--- config.mk ---
export PLATFORM = sky130hd
export DESIGN_NAME = cct_core_cycle_timing_control
export DESIGN_NICKNAME = d
export VERILOG_FILES = /design/src/shared/cct_pkg.sv /design/src/hw/cct_core_cycle_timing_control.sv
export SDC_FILE = /design/constraint.sdc
export NUM_CORES = 1
export LEC_CHECK = 0
export ABC_AREA = 1
export BUFFER_PORTS_ARGS = -buffer_cell sky130_fd_sc_hd__buf_2
export CORE_MARGIN = 3
export CORE_UTILIZATION = 45
export DETAILED_ROUTE_END_ITERATION = 12
export HOLD_SLACK_MARGIN = 0.05
export PLACE_DENSITY = 0.73
export SETUP_SLACK_MARGIN = 0.15
export SLEW_MARGIN = 20
export SYNTH_ARGS = -nofsm -noshare
export SYNTH_HDL_FRONTEND = slang
export SYNTH_SLANG_ARGS = --single-unit
--- constraint.sdc ---
create_clock -name clock -period 2.09 [get_ports clock]
set_input_delay 0.1045 -clock clock [delete_from_list [all_inputs] [get_ports clock]]
set_output_delay 0.1045 -clock clock [all_outputs]
set_load 0.02 [all_outputs]
--- src/shared/cct_pkg.sv ---
// constants, types and register map of the core cycle timing control block
package cct_pkg;
    // ==============================================================
    // timing
    localparam int CCT_CLOCK_HZ = 40_000_000;
    localparam int CCT_CLOCK_PERIOD_NS = 25;
    localparam int CCT_NORMAL_CLOCKS = 1;
    localparam int CCT_SLOW_CLOCKS = 1024;
    localparam int CCT_LEGACY_TIMER_CLOCKS = 12;
    localparam int CCT_STRETCH_MAX = 10;
    localparam int CCT_TIMERS = 3;
    localparam int CCT_EXEC_CYCLES = 1;
    localparam int CCT_XDM_READ_CYCLES = 2;
    localparam int CCT_MOV_DD_CYCLES = 3;
    localparam logic [1:0] CCT_STRAP_CAPTURE = 2'h2;

    // ==============================================================
    // register bus
    localparam int CCT_ADDR_W = 4;
    localparam int CCT_DATA_W = 8;
    localparam logic [3:0] CCT_OFF_CTRL = 4'h0;
    localparam logic [3:0] CCT_OFF_TRATE = 4'h1;
    localparam logic [3:0] CCT_OFF_STRETCH = 4'h2;
    localparam logic [3:0] CCT_OFF_STATUS = 4'h3;
    localparam int CCT_CTRL_SLOW = 0;
    localparam int CCT_CTRL_SWITCHBACK = 1;
    localparam int CCT_CTRL_ALE_QUIET = 2;
    localparam int CCT_STAT_SLOW = 0;
    localparam int CCT_STAT_EXTPROG = 1;
    localparam int CCT_STAT_XBUSY = 2;
    localparam int CCT_STAT_IBUSY = 3;
    localparam logic [2:0] CCT_CTRL_RST = 3'h0;
    localparam logic [2:0] CCT_TRATE_RST = 3'h0;
    localparam logic [3:0] CCT_STRETCH_RST = 4'h0;

    // ==============================================================
    // types
    typedef enum logic [1:0] {CCT_INS_PLAIN, CCT_INS_XDM_READ, CCT_INS_MOV_DD} cct_ins_kind_e;
    typedef enum logic [1:0] {CCT_XS_IDLE, CCT_XS_ADDR, CCT_XS_STROBE} cct_xdm_state_e;
    typedef struct packed {
        logic start;
        logic [1:0] bytes;
        cct_ins_kind_e kind;
    } cct_instr_s;
    typedef struct packed {
        logic valid;
        logic write;
    } cct_xdm_req_s;
    typedef struct packed {
        logic [3:0] addr;
        logic [7:0] wdata;
        logic wr;
        logic rd;
    } cct_bus_s;
endpackage

--- src/hw/cct_core_cycle_timing_control.sv ---
// machine cycle, timer rate, external access and program source control
// Operation
// in normal speed one machine cycle lasts a single oscillator clock
// reduced-rate power mode stretches each machine cycle to 1024 clocks
// with switchback enabled, a pending interrupt cancels reduced-rate power mode
// emission reduction keeps the address-latch strobe idle without external access
// external data moves stretch by a programmable 0 to 10 machine cycles
// after reset every timer increments once per 12 oscillator clocks
// each timer can independently increment once per oscillator clock
// program source pin low fetches externally, high fetches from internal flash
// instructions take one machine cycle per byte plus one for execution
// pointer external read takes two cycles, direct-to-direct move takes three
// port C bits four to seven carry timer inputs and data strobes
// architectural bits and flags stay untouched; only cycle counts change
`timescale 1ns/10ps
`default_nettype none
module cct_core_cycle_timing_control
    import cct_pkg::*;
#(
    parameter int SLOW_CLOCKS = CCT_SLOW_CLOCKS,
    parameter int TIMER_CLOCKS = CCT_LEGACY_TIMER_CLOCKS
) (
    // clock and reset
    input wire logic clock,
    input wire logic arst_n,
    // register port
    input wire cct_bus_s bus,
    output logic [CCT_DATA_W-1:0] rdData,
    // core side
    input wire cct_instr_s instr,
    input wire cct_xdm_req_s xdmReq,
    input wire logic progFetch,
    input wire logic irqPending,
    output logic cycleTick,
    output logic instrDone,
    output logic xdmDone,
    output logic [CCT_TIMERS-1:0] timerTick,
    output logic extCountA,
    output logic extCountB,
    output logic extProgram,
    // pins
    input wire logic program_source_select_pin,
    input wire logic port_c_bit_four,
    input wire logic port_c_bit_five,
    output logic aleOut,
    output logic portCSixOut,
    output logic portCSixOe_n,
    output logic portCSevenOut,
    output logic portCSevenOe_n
);
    // ==============================================================
    // local constants
    localparam int DIV_W = $clog2(SLOW_CLOCKS);
    localparam logic [DIV_W-1:0] DIV_LAST = DIV_W'(SLOW_CLOCKS - 1);
    localparam logic [DIV_W-1:0] DIV_ONE = DIV_W'(1);
    localparam int PRE_W = $clog2(TIMER_CLOCKS);
    localparam logic [PRE_W-1:0] PRE_LAST = PRE_W'(TIMER_CLOCKS - 1);
    localparam logic [PRE_W-1:0] PRE_ONE = PRE_W'(1);
    localparam logic [3:0] STRETCH_TOP = 4'(CCT_STRETCH_MAX);
    localparam logic [3:0] CNT_ONE = 4'h1;

    // keep stored stretch inside the supported range
    function automatic logic [3:0] clampStretch(input logic [3:0] v);
        clampStretch = (v > STRETCH_TOP) ? STRETCH_TOP : v;
    endfunction

    // machine cycles an instruction occupies, stretch included for external reads
    function automatic logic [3:0] instrCycles(input cct_instr_s i, input logic [3:0] s);
        unique case (i.kind)
            CCT_INS_XDM_READ: instrCycles = 4'(CCT_XDM_READ_CYCLES) + s;
            CCT_INS_MOV_DD: instrCycles = 4'(CCT_MOV_DD_CYCLES);
            default: instrCycles = 4'({2'h0, i.bytes}) + 4'(CCT_EXEC_CYCLES);
        endcase
    endfunction

    // ==============================================================
    // registers
    logic [2:0] ctrl_q;
    logic [CCT_TIMERS-1:0] timerFast_q;
    logic [3:0] stretch_q;
    logic [DIV_W-1:0] divCnt_q;
    logic [PRE_W-1:0] pre_q;
    logic [3:0] iRem_q;
    logic iBusy_q;
    cct_xdm_state_e xState_q;
    logic [3:0] xWait_q;
    logic xWrite_q;
    logic srcSync1_q, srcSync2_q;
    logic [1:0] startCnt_q;
    logic startDone_q;
    logic [2:0] t4Sync_q, t5Sync_q;
    logic slowActive, switchbackEn, aleQuiet, mcEn, legacyTick, instrAccept, ctrlWrite;

    assign slowActive = ctrl_q[CCT_CTRL_SLOW];
    assign switchbackEn = ctrl_q[CCT_CTRL_SWITCHBACK];
    assign aleQuiet = ctrl_q[CCT_CTRL_ALE_QUIET];
    assign ctrlWrite = bus.wr && (bus.addr == CCT_OFF_CTRL);
    // one enable per machine cycle; every clock at normal speed
    assign mcEn = !slowActive || (divCnt_q == DIV_LAST);
    assign legacyTick = (pre_q == PRE_LAST);
    assign instrAccept = instr.start && !iBusy_q;

    // ==============================================================
    // control register; a software write beats the switchback clear
    always_ff @(posedge clock or negedge arst_n) begin
        if (!arst_n) begin
            ctrl_q <= CCT_CTRL_RST;
        end else if (ctrlWrite) begin
            ctrl_q <= bus.wdata[2:0];
        end else if (slowActive && switchbackEn && irqPending) begin
            ctrl_q[CCT_CTRL_SLOW] <= 1'b0;
        end
    end

    // timer rate and stretch registers
    always_ff @(posedge clock or negedge arst_n) begin
        if (!arst_n) begin
            timerFast_q <= CCT_TRATE_RST;
            stretch_q <= CCT_STRETCH_RST;
        end else if (bus.wr) begin
            if (bus.addr == CCT_OFF_TRATE) begin
                timerFast_q <= bus.wdata[CCT_TIMERS-1:0];
            end
            if (bus.addr == CCT_OFF_STRETCH) begin
                stretch_q <= clampStretch(bus.wdata[3:0]);
            end
        end
    end

    // read data, valid the cycle after the strobe only
    always_ff @(posedge clock or negedge arst_n) begin
        if (!arst_n) begin
            rdData <= '0;
        end else if (bus.rd) begin
            unique case (bus.addr)
                CCT_OFF_CTRL: rdData <= {5'h0, ctrl_q};
                CCT_OFF_TRATE: rdData <= {5'h0, timerFast_q};
                CCT_OFF_STRETCH: rdData <= {4'h0, stretch_q};
                CCT_OFF_STATUS: rdData <= {4'h0, iBusy_q, xState_q != CCT_XS_IDLE,
                                           extProgram, slowActive};
                default: rdData <= '0; // unmapped reads as zero
            endcase
        end else begin
            rdData <= '0;
        end
    end

    // ==============================================================
    // machine cycle divider, held at zero at normal speed
    always_ff @(posedge clock or negedge arst_n) begin
        if (!arst_n) begin
            divCnt_q <= '0;
        end else if (!slowActive || divCnt_q == DIV_LAST) begin
            divCnt_q <= '0;
        end else begin
            divCnt_q <= divCnt_q + DIV_ONE;
        end
    end

    // cycle tick as seen by the core, one clock late
    always_ff @(posedge clock or negedge arst_n) begin
        if (!arst_n) begin
            cycleTick <= 1'b0;
        end else begin
            cycleTick <= mcEn;
        end
    end

    // ==============================================================
    // timer prescaler runs off the oscillator so legacy rates ignore the power mode
    always_ff @(posedge clock or negedge arst_n) begin
        if (!arst_n) begin
            pre_q <= '0;
        end else if (legacyTick) begin
            pre_q <= '0;
        end else begin
            pre_q <= pre_q + PRE_ONE;
        end
    end

    // per timer choice of legacy or single-clock increment
    always_ff @(posedge clock or negedge arst_n) begin
        if (!arst_n) begin
            timerTick <= '0;
        end else begin
            for (int i = 0; i < CCT_TIMERS; i++) begin
                timerTick[i] <= timerFast_q[i] | legacyTick;
            end
        end
    end

    // ==============================================================
    // instruction duration counter; timing only, no architectural state here
    always_ff @(posedge clock or negedge arst_n) begin
        if (!arst_n) begin
            iRem_q <= '0;
            iBusy_q <= 1'b0;
            instrDone <= 1'b0;
        end else begin
            instrDone <= 1'b0;
            if (instrAccept) begin
                iRem_q <= instrCycles(instr, stretch_q);
                iBusy_q <= 1'b1;
            end else if (iBusy_q && mcEn) begin
                if (iRem_q <= CNT_ONE) begin
                    iBusy_q <= 1'b0;
                    instrDone <= 1'b1;
                end else begin
                    iRem_q <= iRem_q - CNT_ONE;
                end
            end
        end
    end

    // ==============================================================
    // external data move: address phase then strobe for one plus stretch cycles
    always_ff @(posedge clock or negedge arst_n) begin
        if (!arst_n) begin
            xState_q <= CCT_XS_IDLE;
            xWait_q <= '0;
            xWrite_q <= 1'b0;
            xdmDone <= 1'b0;
        end else begin
            xdmDone <= 1'b0;
            unique case (xState_q)
                CCT_XS_IDLE: begin
                    if (xdmReq.valid) begin
                        xState_q <= CCT_XS_ADDR;
                        xWrite_q <= xdmReq.write;
                    end
                end
                CCT_XS_ADDR: begin
                    if (mcEn) begin
                        xState_q <= CCT_XS_STROBE;
                        xWait_q <= stretch_q;
                    end
                end
                CCT_XS_STROBE: begin
                    if (mcEn) begin
                        if (xWait_q == 4'h0) begin
                            xState_q <= CCT_XS_IDLE;
                            xdmDone <= 1'b1;
                        end else begin
                            xWait_q <= xWait_q - CNT_ONE;
                        end
                    end
                end
                default: xState_q <= CCT_XS_IDLE;
            endcase
        end
    end

    // strobes on port C six and seven, always driven as outputs
    always_ff @(posedge clock or negedge arst_n) begin
        if (!arst_n) begin
            portCSixOut <= 1'b1;
            portCSevenOut <= 1'b1;
            portCSixOe_n <= 1'b0;
            portCSevenOe_n <= 1'b0;
        end else begin
            portCSixOut <= !(xState_q == CCT_XS_STROBE && xWrite_q);
            portCSevenOut <= !(xState_q == CCT_XS_STROBE && !xWrite_q);
            portCSixOe_n <= 1'b0;
            portCSevenOe_n <= 1'b0;
        end
    end

    // address latch strobe; quiet mode saves emissions at the cost of legacy probes
    always_ff @(posedge clock or negedge arst_n) begin
        if (!arst_n) begin
            aleOut <= 1'b0;
        end else begin
            aleOut <= (xState_q == CCT_XS_ADDR) || (progFetch && extProgram)
                      || (!aleQuiet && mcEn);
        end
    end

    // ==============================================================
    // program source pin: synchronised, then caught once after reset release
    always_ff @(posedge clock or negedge arst_n) begin
        if (!arst_n) begin
            srcSync1_q <= 1'b1;
            srcSync2_q <= 1'b1;
        end else begin
            srcSync1_q <= program_source_select_pin;
            srcSync2_q <= srcSync1_q;
        end
    end

    // strap capture waits for the synchroniser to fill
    always_ff @(posedge clock or negedge arst_n) begin
        if (!arst_n) begin
            startCnt_q <= '0;
            startDone_q <= 1'b0;
            extProgram <= 1'b0;
        end else if (!startDone_q) begin
            if (startCnt_q == CCT_STRAP_CAPTURE) begin
                extProgram <= !srcSync2_q;
                startDone_q <= 1'b1;
            end else begin
                startCnt_q <= startCnt_q + 2'h1;
            end
        end
    end

    // ==============================================================
    // timer external inputs, counted on a falling edge after synchronising
    always_ff @(posedge clock or negedge arst_n) begin
        if (!arst_n) begin
            t4Sync_q <= '1;
            t5Sync_q <= '1;
            extCountA <= 1'b0;
            extCountB <= 1'b0;
        end else begin
            t4Sync_q <= {t4Sync_q[1:0], port_c_bit_four};
            t5Sync_q <= {t5Sync_q[1:0], port_c_bit_five};
            extCountA <= t4Sync_q[2] && !t4Sync_q[1];
            extCountB <= t5Sync_q[2] && !t5Sync_q[1];
        end
    end

    logic [DIV_W:0] gapCnt_q;
    always_ff @(posedge clock or negedge arst_n) begin
        if (!arst_n) begin
            gapCnt_q <= '0;
        end else if (mcEn) begin
            gapCnt_q <= '0;
        end else begin
            gapCnt_q <= gapCnt_q + (DIV_W + 1)'(1);
        end
    end
endmodule
`default_nettype wire

==> results of run 1 <==
[stage by stage]
stage	instance area, µm²	power (µW)	hold slack (ns)	util, %
5_1_grt	3560	4110	0.0977	58.0
3_5_place_dp	3230	2620	0.146	52.7
6_report	3560	3800	0.0744	58.0
4_1_cts	3560	3840	0.0566	58.0
2_1_floorplan	2960	2350	-0.191	-
3_3_place_gp	3230	2590	0.138	52.7
[synthesized netlist by cell type (all sizes together)]
cell type and count:
a21oi 14, nor4 1, o21a 1, xor2 2, o211a 1, o21bai 1
ha 10, or2 3, nand2 63, nand4 5, inv 53, a31oi 1
conb 1, dfstp 10, nand3 20, buf 6, and3 1, dfrtp 53
o211ai 2, nor2 30, mux2 1, o21ai 30, o22ai 6, nor3 4
[worst max-delay path, stage by stage, from the launching register on]
cell and delay (ns):
dfrtp_1 0.38, ha_1 0.20, nand2_1 0.07, nor2_2 0.18, nand3_4 0.13, nand2_8 0.12, nand2_4 0.08, nand2_4 0.09
nand2_2 0.06, nand2_1 0.07, nand2_1 0.04
[cell families (layout without fill, tap and decap cells)]
logic type,Yosys count,after routing,share of synthesized area (%)
other cells,1,6,0.127
simple gates,127,127,21.7
buf+inv,59,119,8.28
mux,1,1,0.382
xor+xnor,2,2,0.595
flops,63,63,54.0
fa+ha+maj,10,10,4.25
compound gates,56,56,10.7
[routing by layer]
layer	track usage [%]	vias to the layer above	wire [µm]
li1	-	1135	-
met1	24.5	1037	2620
met2	24.4	55	2460
met3	4.26	11	280
met4	7.65	0	114
met5	0	-	0
[power by group]
group | internal (µW) | switching [µW] | total [µW]
sequential | 1450 | 133 | 1580
combinational | 387 | 632 | 1020
clock | 709 | 486 | 1200
[flip-flops by register name, indices dropped and copies added (netlist names), 2 cells and up]
name	count
ctrl_q	3
divCnt_q	10
iRem_q	4
pre_q	4
rdData	4
startCnt_q	2
stretch_q	4
t4Sync_q	3
t5Sync_q	3
timerFast_q	3
timerTick	3
xState_q	2
xWait_q	4
[worst max-delay path by stage]
stage	slack, ns	startpoint	to	cells past startpoint
final	0.57	divCnt_q[0]	iRem_q[0]	10
after floorplan	0.74	divCnt_q[0]	iRem_q[0]	10
after detailed placement	0.59	divCnt_q[0]	iRem_q[0]	10
after global routing	0.44	divCnt_q[0]	iRem_q[0]	10
after global placement	0.62	divCnt_q[0]	iRem_q[0]	10
after CTS	0.56	divCnt_q[0]	iRem_q[0]	10
[area by class of cell]
type,instances,share of cell area (%)
tap,75,2.64
multi-input combinational,202,31.8
sequential,63,44.7
clock inverter,6,2.60
clock buffer,10,3.87
timing repair buffer,50,8.86
inverter,53,5.59
[cell usage in the layout (no fill, tap or decap), drive strengths merged]
cell type / n
inv: 54
ha: 10
buf: 40
o22ai: 6
a31oi: 1
dfstp: 10
nand3: 20
bufinv: 2
clkinvlp: 2
nor4: 1
mux2: 1
a21oi: 14
nor2: 30
nor3: 4
conb: 6
o21ai: 30
dlygate4sd3: 10
nand4: 5
o21a: 1
o21bai: 1
dfrtp: 53
clkbuf: 10
o211ai: 2
xor2: 2
nand2: 63
o211a: 1
or2: 3
clkinv: 1
and3: 1
[repair_timing]
| action | in CTS | in global routing |
|---|---|---|
| buffers inserted | 0 | 0 |
| setup endpoints to repair | 0 | 0 |
| hold buffers | 10 | 0 |
| hold endpoints to repair | 33 | 0 |
==> impl_metrics.csv, run 1 <==
group,metric,value,unit
detailed_routing,drt-initial-drc-count,131,
critical_path,r2r_slack,0.57,ns
min_path,hold_path_class,"in -> reg",
cts,cts_sinks,63,
critical_path,arrival,1.77,ns
die,core,6130,µm²
yosys,synth_cells,319,
timing,finalMaxSlewViolations,0,
detailed_routing,wl,5.47,mm
cts,clock_path_buffers,2,
die,fp.dieArea,7550,µm²
detailed_routing,vias,2238,
critical_path,path_class,"reg -> reg",
global_routing,grt_max_degree,40,
die,start_util,48.0,%
final_layout,final_cells,459,
yosys,syn_area,2950,µm²
critical_path,r2r-end,"iRem_q[0]",
critical_path,reg2reg_depth,10,
yosys,synth.top_cell.area_share,45.0,%
critical_path,start_kind,"register",
power,power_density,1070,nW/µm²
cts,clk_pin_slew_worst_paths,0.07,ns
cts,cts_tree,"built",
detailed_routing,via_per_inst,4.88,
global_routing,grt-ovfl-total,0,
global_routing,antenna_found_initial,0,
critical_path,endpoint_kind,"register",
timing,tns,0,ns
detailed_routing,drcViolationCount,0,
min_path,min-delay-start,"irqPending",
run,cap_violations,0,
detailed_routing,ant_nets,0,
placement,dp_cells,433,
cts,cts_resized,0,
cts,cts-root-buf,"clkbuf_8",
die,num_io_pins,50,
detailed_routing,wl_per_cell,11.9,µm
yosys,avgSynthCellArea,9.23,µm²
final_layout,fillers,549,
placement,pre_cts_ws,0.586,ns
critical_path,r2r_start,"divCnt_q[0]",
yosys,yosys.cell_types.count,36,
timing,worstMarginPinSlew,0.581,ns
timing,rsz0062_at_grt,"false",
yosys,ys_top_cells_by_area,"dfrtp_1, dfstp_2, nand2_1",
final_layout,final_nets,417,
timing,finalCriticalPeriod,1.52,ns
power,ir_drop,0.621,mV
global_routing,grtUsageTotal,17.1,%
yosys,yosysSeqAreaShare,54.0,%
status,status,"complete, no violations",
timing,timing.fmax,656,MHz
yosys,yosysWarningCount,0,
critical_path,required,2.33,ns
final_layout,num_antenna_cells,0,
die,fp.dieH,86.9,µm
detailed_routing,first_pass_iters,4,
global_routing,grt_pass1_vias,2158,
placement,gp_congestion,0.764,
min_path,worstHoldPathCells,4,
timing,skew,0.00531,ns
power,total_leakage_power,0.00179,µW
cts,cts_buffers,9,
cts,clock_latency,0.35,ns
final_layout,multi_input_area,1130,µm²
timing,slew_headroom,61.3,%
placement,portBuffers,39,
die,die_w,86.9,µm
global_routing,grt_first_pass_wirelength,10.0,mm
min_path,hold_end,"ctrl_q[0]",
yosys,ys_seq_elements,63,
critical_path,critical_path.max_fanout,9,
yosys,yosysTopAreaCell,"dfrtp_1",
cts,htree_num_levels,3,
die,rows,28,
final_layout,drive_above_1_share,23.2,%
timing,finalCritPeriodShare,72.9,%
final_layout,syn2layout_area_growth,20.8,%
timing,setup_viol,0,
final_layout,regArea,1590,µm²
placement,dpl.hpwl,4.02,mm
timing,fin_ws,0.566,ns
timing,finalHoldViolCount,0,
No activity file was read; power rests on OpenSTA's default activity.
==> inputs of run 2 (changes only) <==
- PLACE_DENSITY: 0.73 -> 0.76
- clock period: 2.09 -> 1.25 ns (I/O delays scaled with it)
==> run 2 against run 1 <==
The run now ends with setup timing left. Via count rose by 8.4%. Clock power rose by 63%. Largest cell class unchanged. Final area rose by 12%. Critical path type unchanged.
==> impl_metrics.csv, run 2 (synthesis results as in run 1) <==
group,metric,value,unit
critical_path,arrival,1.59,ns
run,cap_violations,0,
cts,clock_path_buffers,2,
global_routing,grt_first_pass_wirelength,10.4,mm
power,power_density,1820,nW/µm²
global_routing,grt_pass1_vias,2342,
global_routing,antenna_found_initial,0,
detailed_routing,wl,6.22,mm
cts,clk_pin_slew_worst_paths,0.07,ns
final_layout,final_nets,450,
die,fp.dieArea,7550,µm²
cts,cts-root-buf,"clkbuf_8",
timing,finalCritPeriodShare,110,%
die,start_util,48.0,%
critical_path,endpoint_kind,"register",
status,violations,"setup timing",
power,power,7220,µW
detailed_routing,drt-initial-drc-count,76,
final_layout,largest_register_ffs,10,
die,die_w,86.9,µm
die,num_io_pins,50,
detailed_routing,wl_per_cell,12.6,µm
die,core,6130,µm²
final_layout,final_common_cell,"dfrtp_1",
final_layout,multi_input_area,1280,µm²
final_layout,regMostFlops,"divCnt_q",
final_layout,fillers,469,
die,rows,28,
cts,cts_buffers,9,
timing,timing.fmax,728,MHz
cts,cts_tree,"built",
cts,htree_num_levels,3,
global_routing,grt-ovfl-total,0,
final_layout,final_cell_mix,"dfrtp_1, nand2_1, inv_1",
timing,rsz0062_at_grt,"true",
timing,finalHoldViolCount,0,
power,ir_drop,1.26,mV
cts,cts_sinks,63,
timing,setup_viol,18,
critical_path,required,1.46,ns
final_layout,fin_area,3980,µm²
placement,gp_congestion,0.806,
timing,skew,0.00562,ns
critical_path,start_kind,"register",
detailed_routing,drcViolationCount,0,
placement,dpl.hpwl,4.36,mm
placement,dp_cells,454,
final_layout,regArea,1590,µm²
final_layout,final_cells,492,
min_path,hold_path_class,"in -> reg",
global_routing,grtUsageTotal,17.8,%
status,status,"complete, but fails checks",
detailed_routing,vias,2425,
final_layout,syn2layout_area_growth,35.0,%
cts,clock_latency,0.34,ns
global_routing,grt_max_degree,64,
detailed_routing,first_pass_iters,5,
final_layout,drive_above_1_share,37.4,%
power,total_leakage_power,0.00197,µW
final_layout,num_antenna_cells,0,
placement,placed_cell_area,3410,µm²
die,fp.dieH,86.9,µm
detailed_routing,via_per_inst,4.93,
detailed_routing,ant_nets,0,
placement,portBuffers,39,
critical_path,critical_path.max_fanout,4,
critical_path,path_class,"reg -> reg",
timing,whs,0.0620,ns
timing,finalCriticalPeriod,1.37,ns
final_layout,post-route-util,64.8,%
timing,fin_ws,-0.123,ns
timing,finalMaxSlewViolations,0,
==> run 2: changes by cell type in the layout (fill, tap and decap cells not counted), sizes merged <==
cell and delta:
dlygate4sd3 +3, clkinvlp -1, clkinv +1, clkbuf +1, inv -1, buf +30
==> run 2: worst paths after layout <==
| kind | cells past startpoint | from | endpoint | slack [ns] |
|---|---|---|---|---|
| min | 3 | bus[0] | rdData[1] | 0.06 |
| min in group asynchronous | 3 | arst_n | xWait_q[0] | 0.27 |
| min reg2reg | 0 | t4Sync_q[0] | t4Sync_q[1] | 0.36 |
| max reg2reg | 7 | divCnt_q[0] | divCnt_q[8] | -0.12 |
| max in group asynchronous | 3 | arst_n | srcSync2_q | 0.67 |
| max | 7 | divCnt_q[0] | divCnt_q[8] | -0.12 |
==> run 2: timing repair <==
action | CTS | global route
hold buffers | 13 | 0
setup endpoints to repair | 27 | 36
pin swaps | 10 | 8
hold endpoints to repair | 76 | 0
buffers inserted | 5 | 4
gates resized for setup | 25 | 31
==> run 2: metrics by stage <==
step | worst slack [ns] | TNS (ns)
global route | -0.199 | -2.73
floorplan | -0.0696 | -0.223
detailed placement | -0.112 | -1.17
CTS | -0.0977 | -1.08
global placement | -0.0606 | -0.440
finish | -0.123 | -1.43
==> run 2: critical path, stage by stage (launching register included) <==
cell and delay [ns]:
dfrtp_1 0.36, ha_2 0.19, nand2_2 0.07, nor2_4 0.12
buf_4 0.14, inv_4 0.04, nor4_1 0.24, nor3_1 0.08
==> run 2: cell type report <==
type                            count  share of cell area [%]
Timing Repair Buffer               83                    14.7
Clock inverter                      5                    2.05
Clock buffer                       11                    3.56
Tap cell                           75                    2.36
Sequential cell                    63                    40.0
Inverter                           53                    5.19
Multi-Input combinational cell    202                    32.2
==> run 2: metal layers <==
metal | vias to the layer above | track usage [%] | routed length (µm)
met1 | 1151 | 23.2 | 2770
met4 | 0 | 7.93 | 121
met3 | 10 | 4.35 | 294
li1 | 1209 | - | -
met2 | 55 | 28.0 | 3030
met5 | - | 0 | 0
==> run 2: where the power goes <==
| part | leakage, µW | total (µW) | internal (µW) | switching [µW] |
|---|---|---|---|---|
| registers | 0.000777 | 2660 | 2420 | 243 |
| logic | 0.00108 | 2600 | 1170 | 1430 |
| clock network | 0.000110 | 1960 | 1180 | 781 |
| total | 0.00197 | 7220 | 4770 | 2450 |
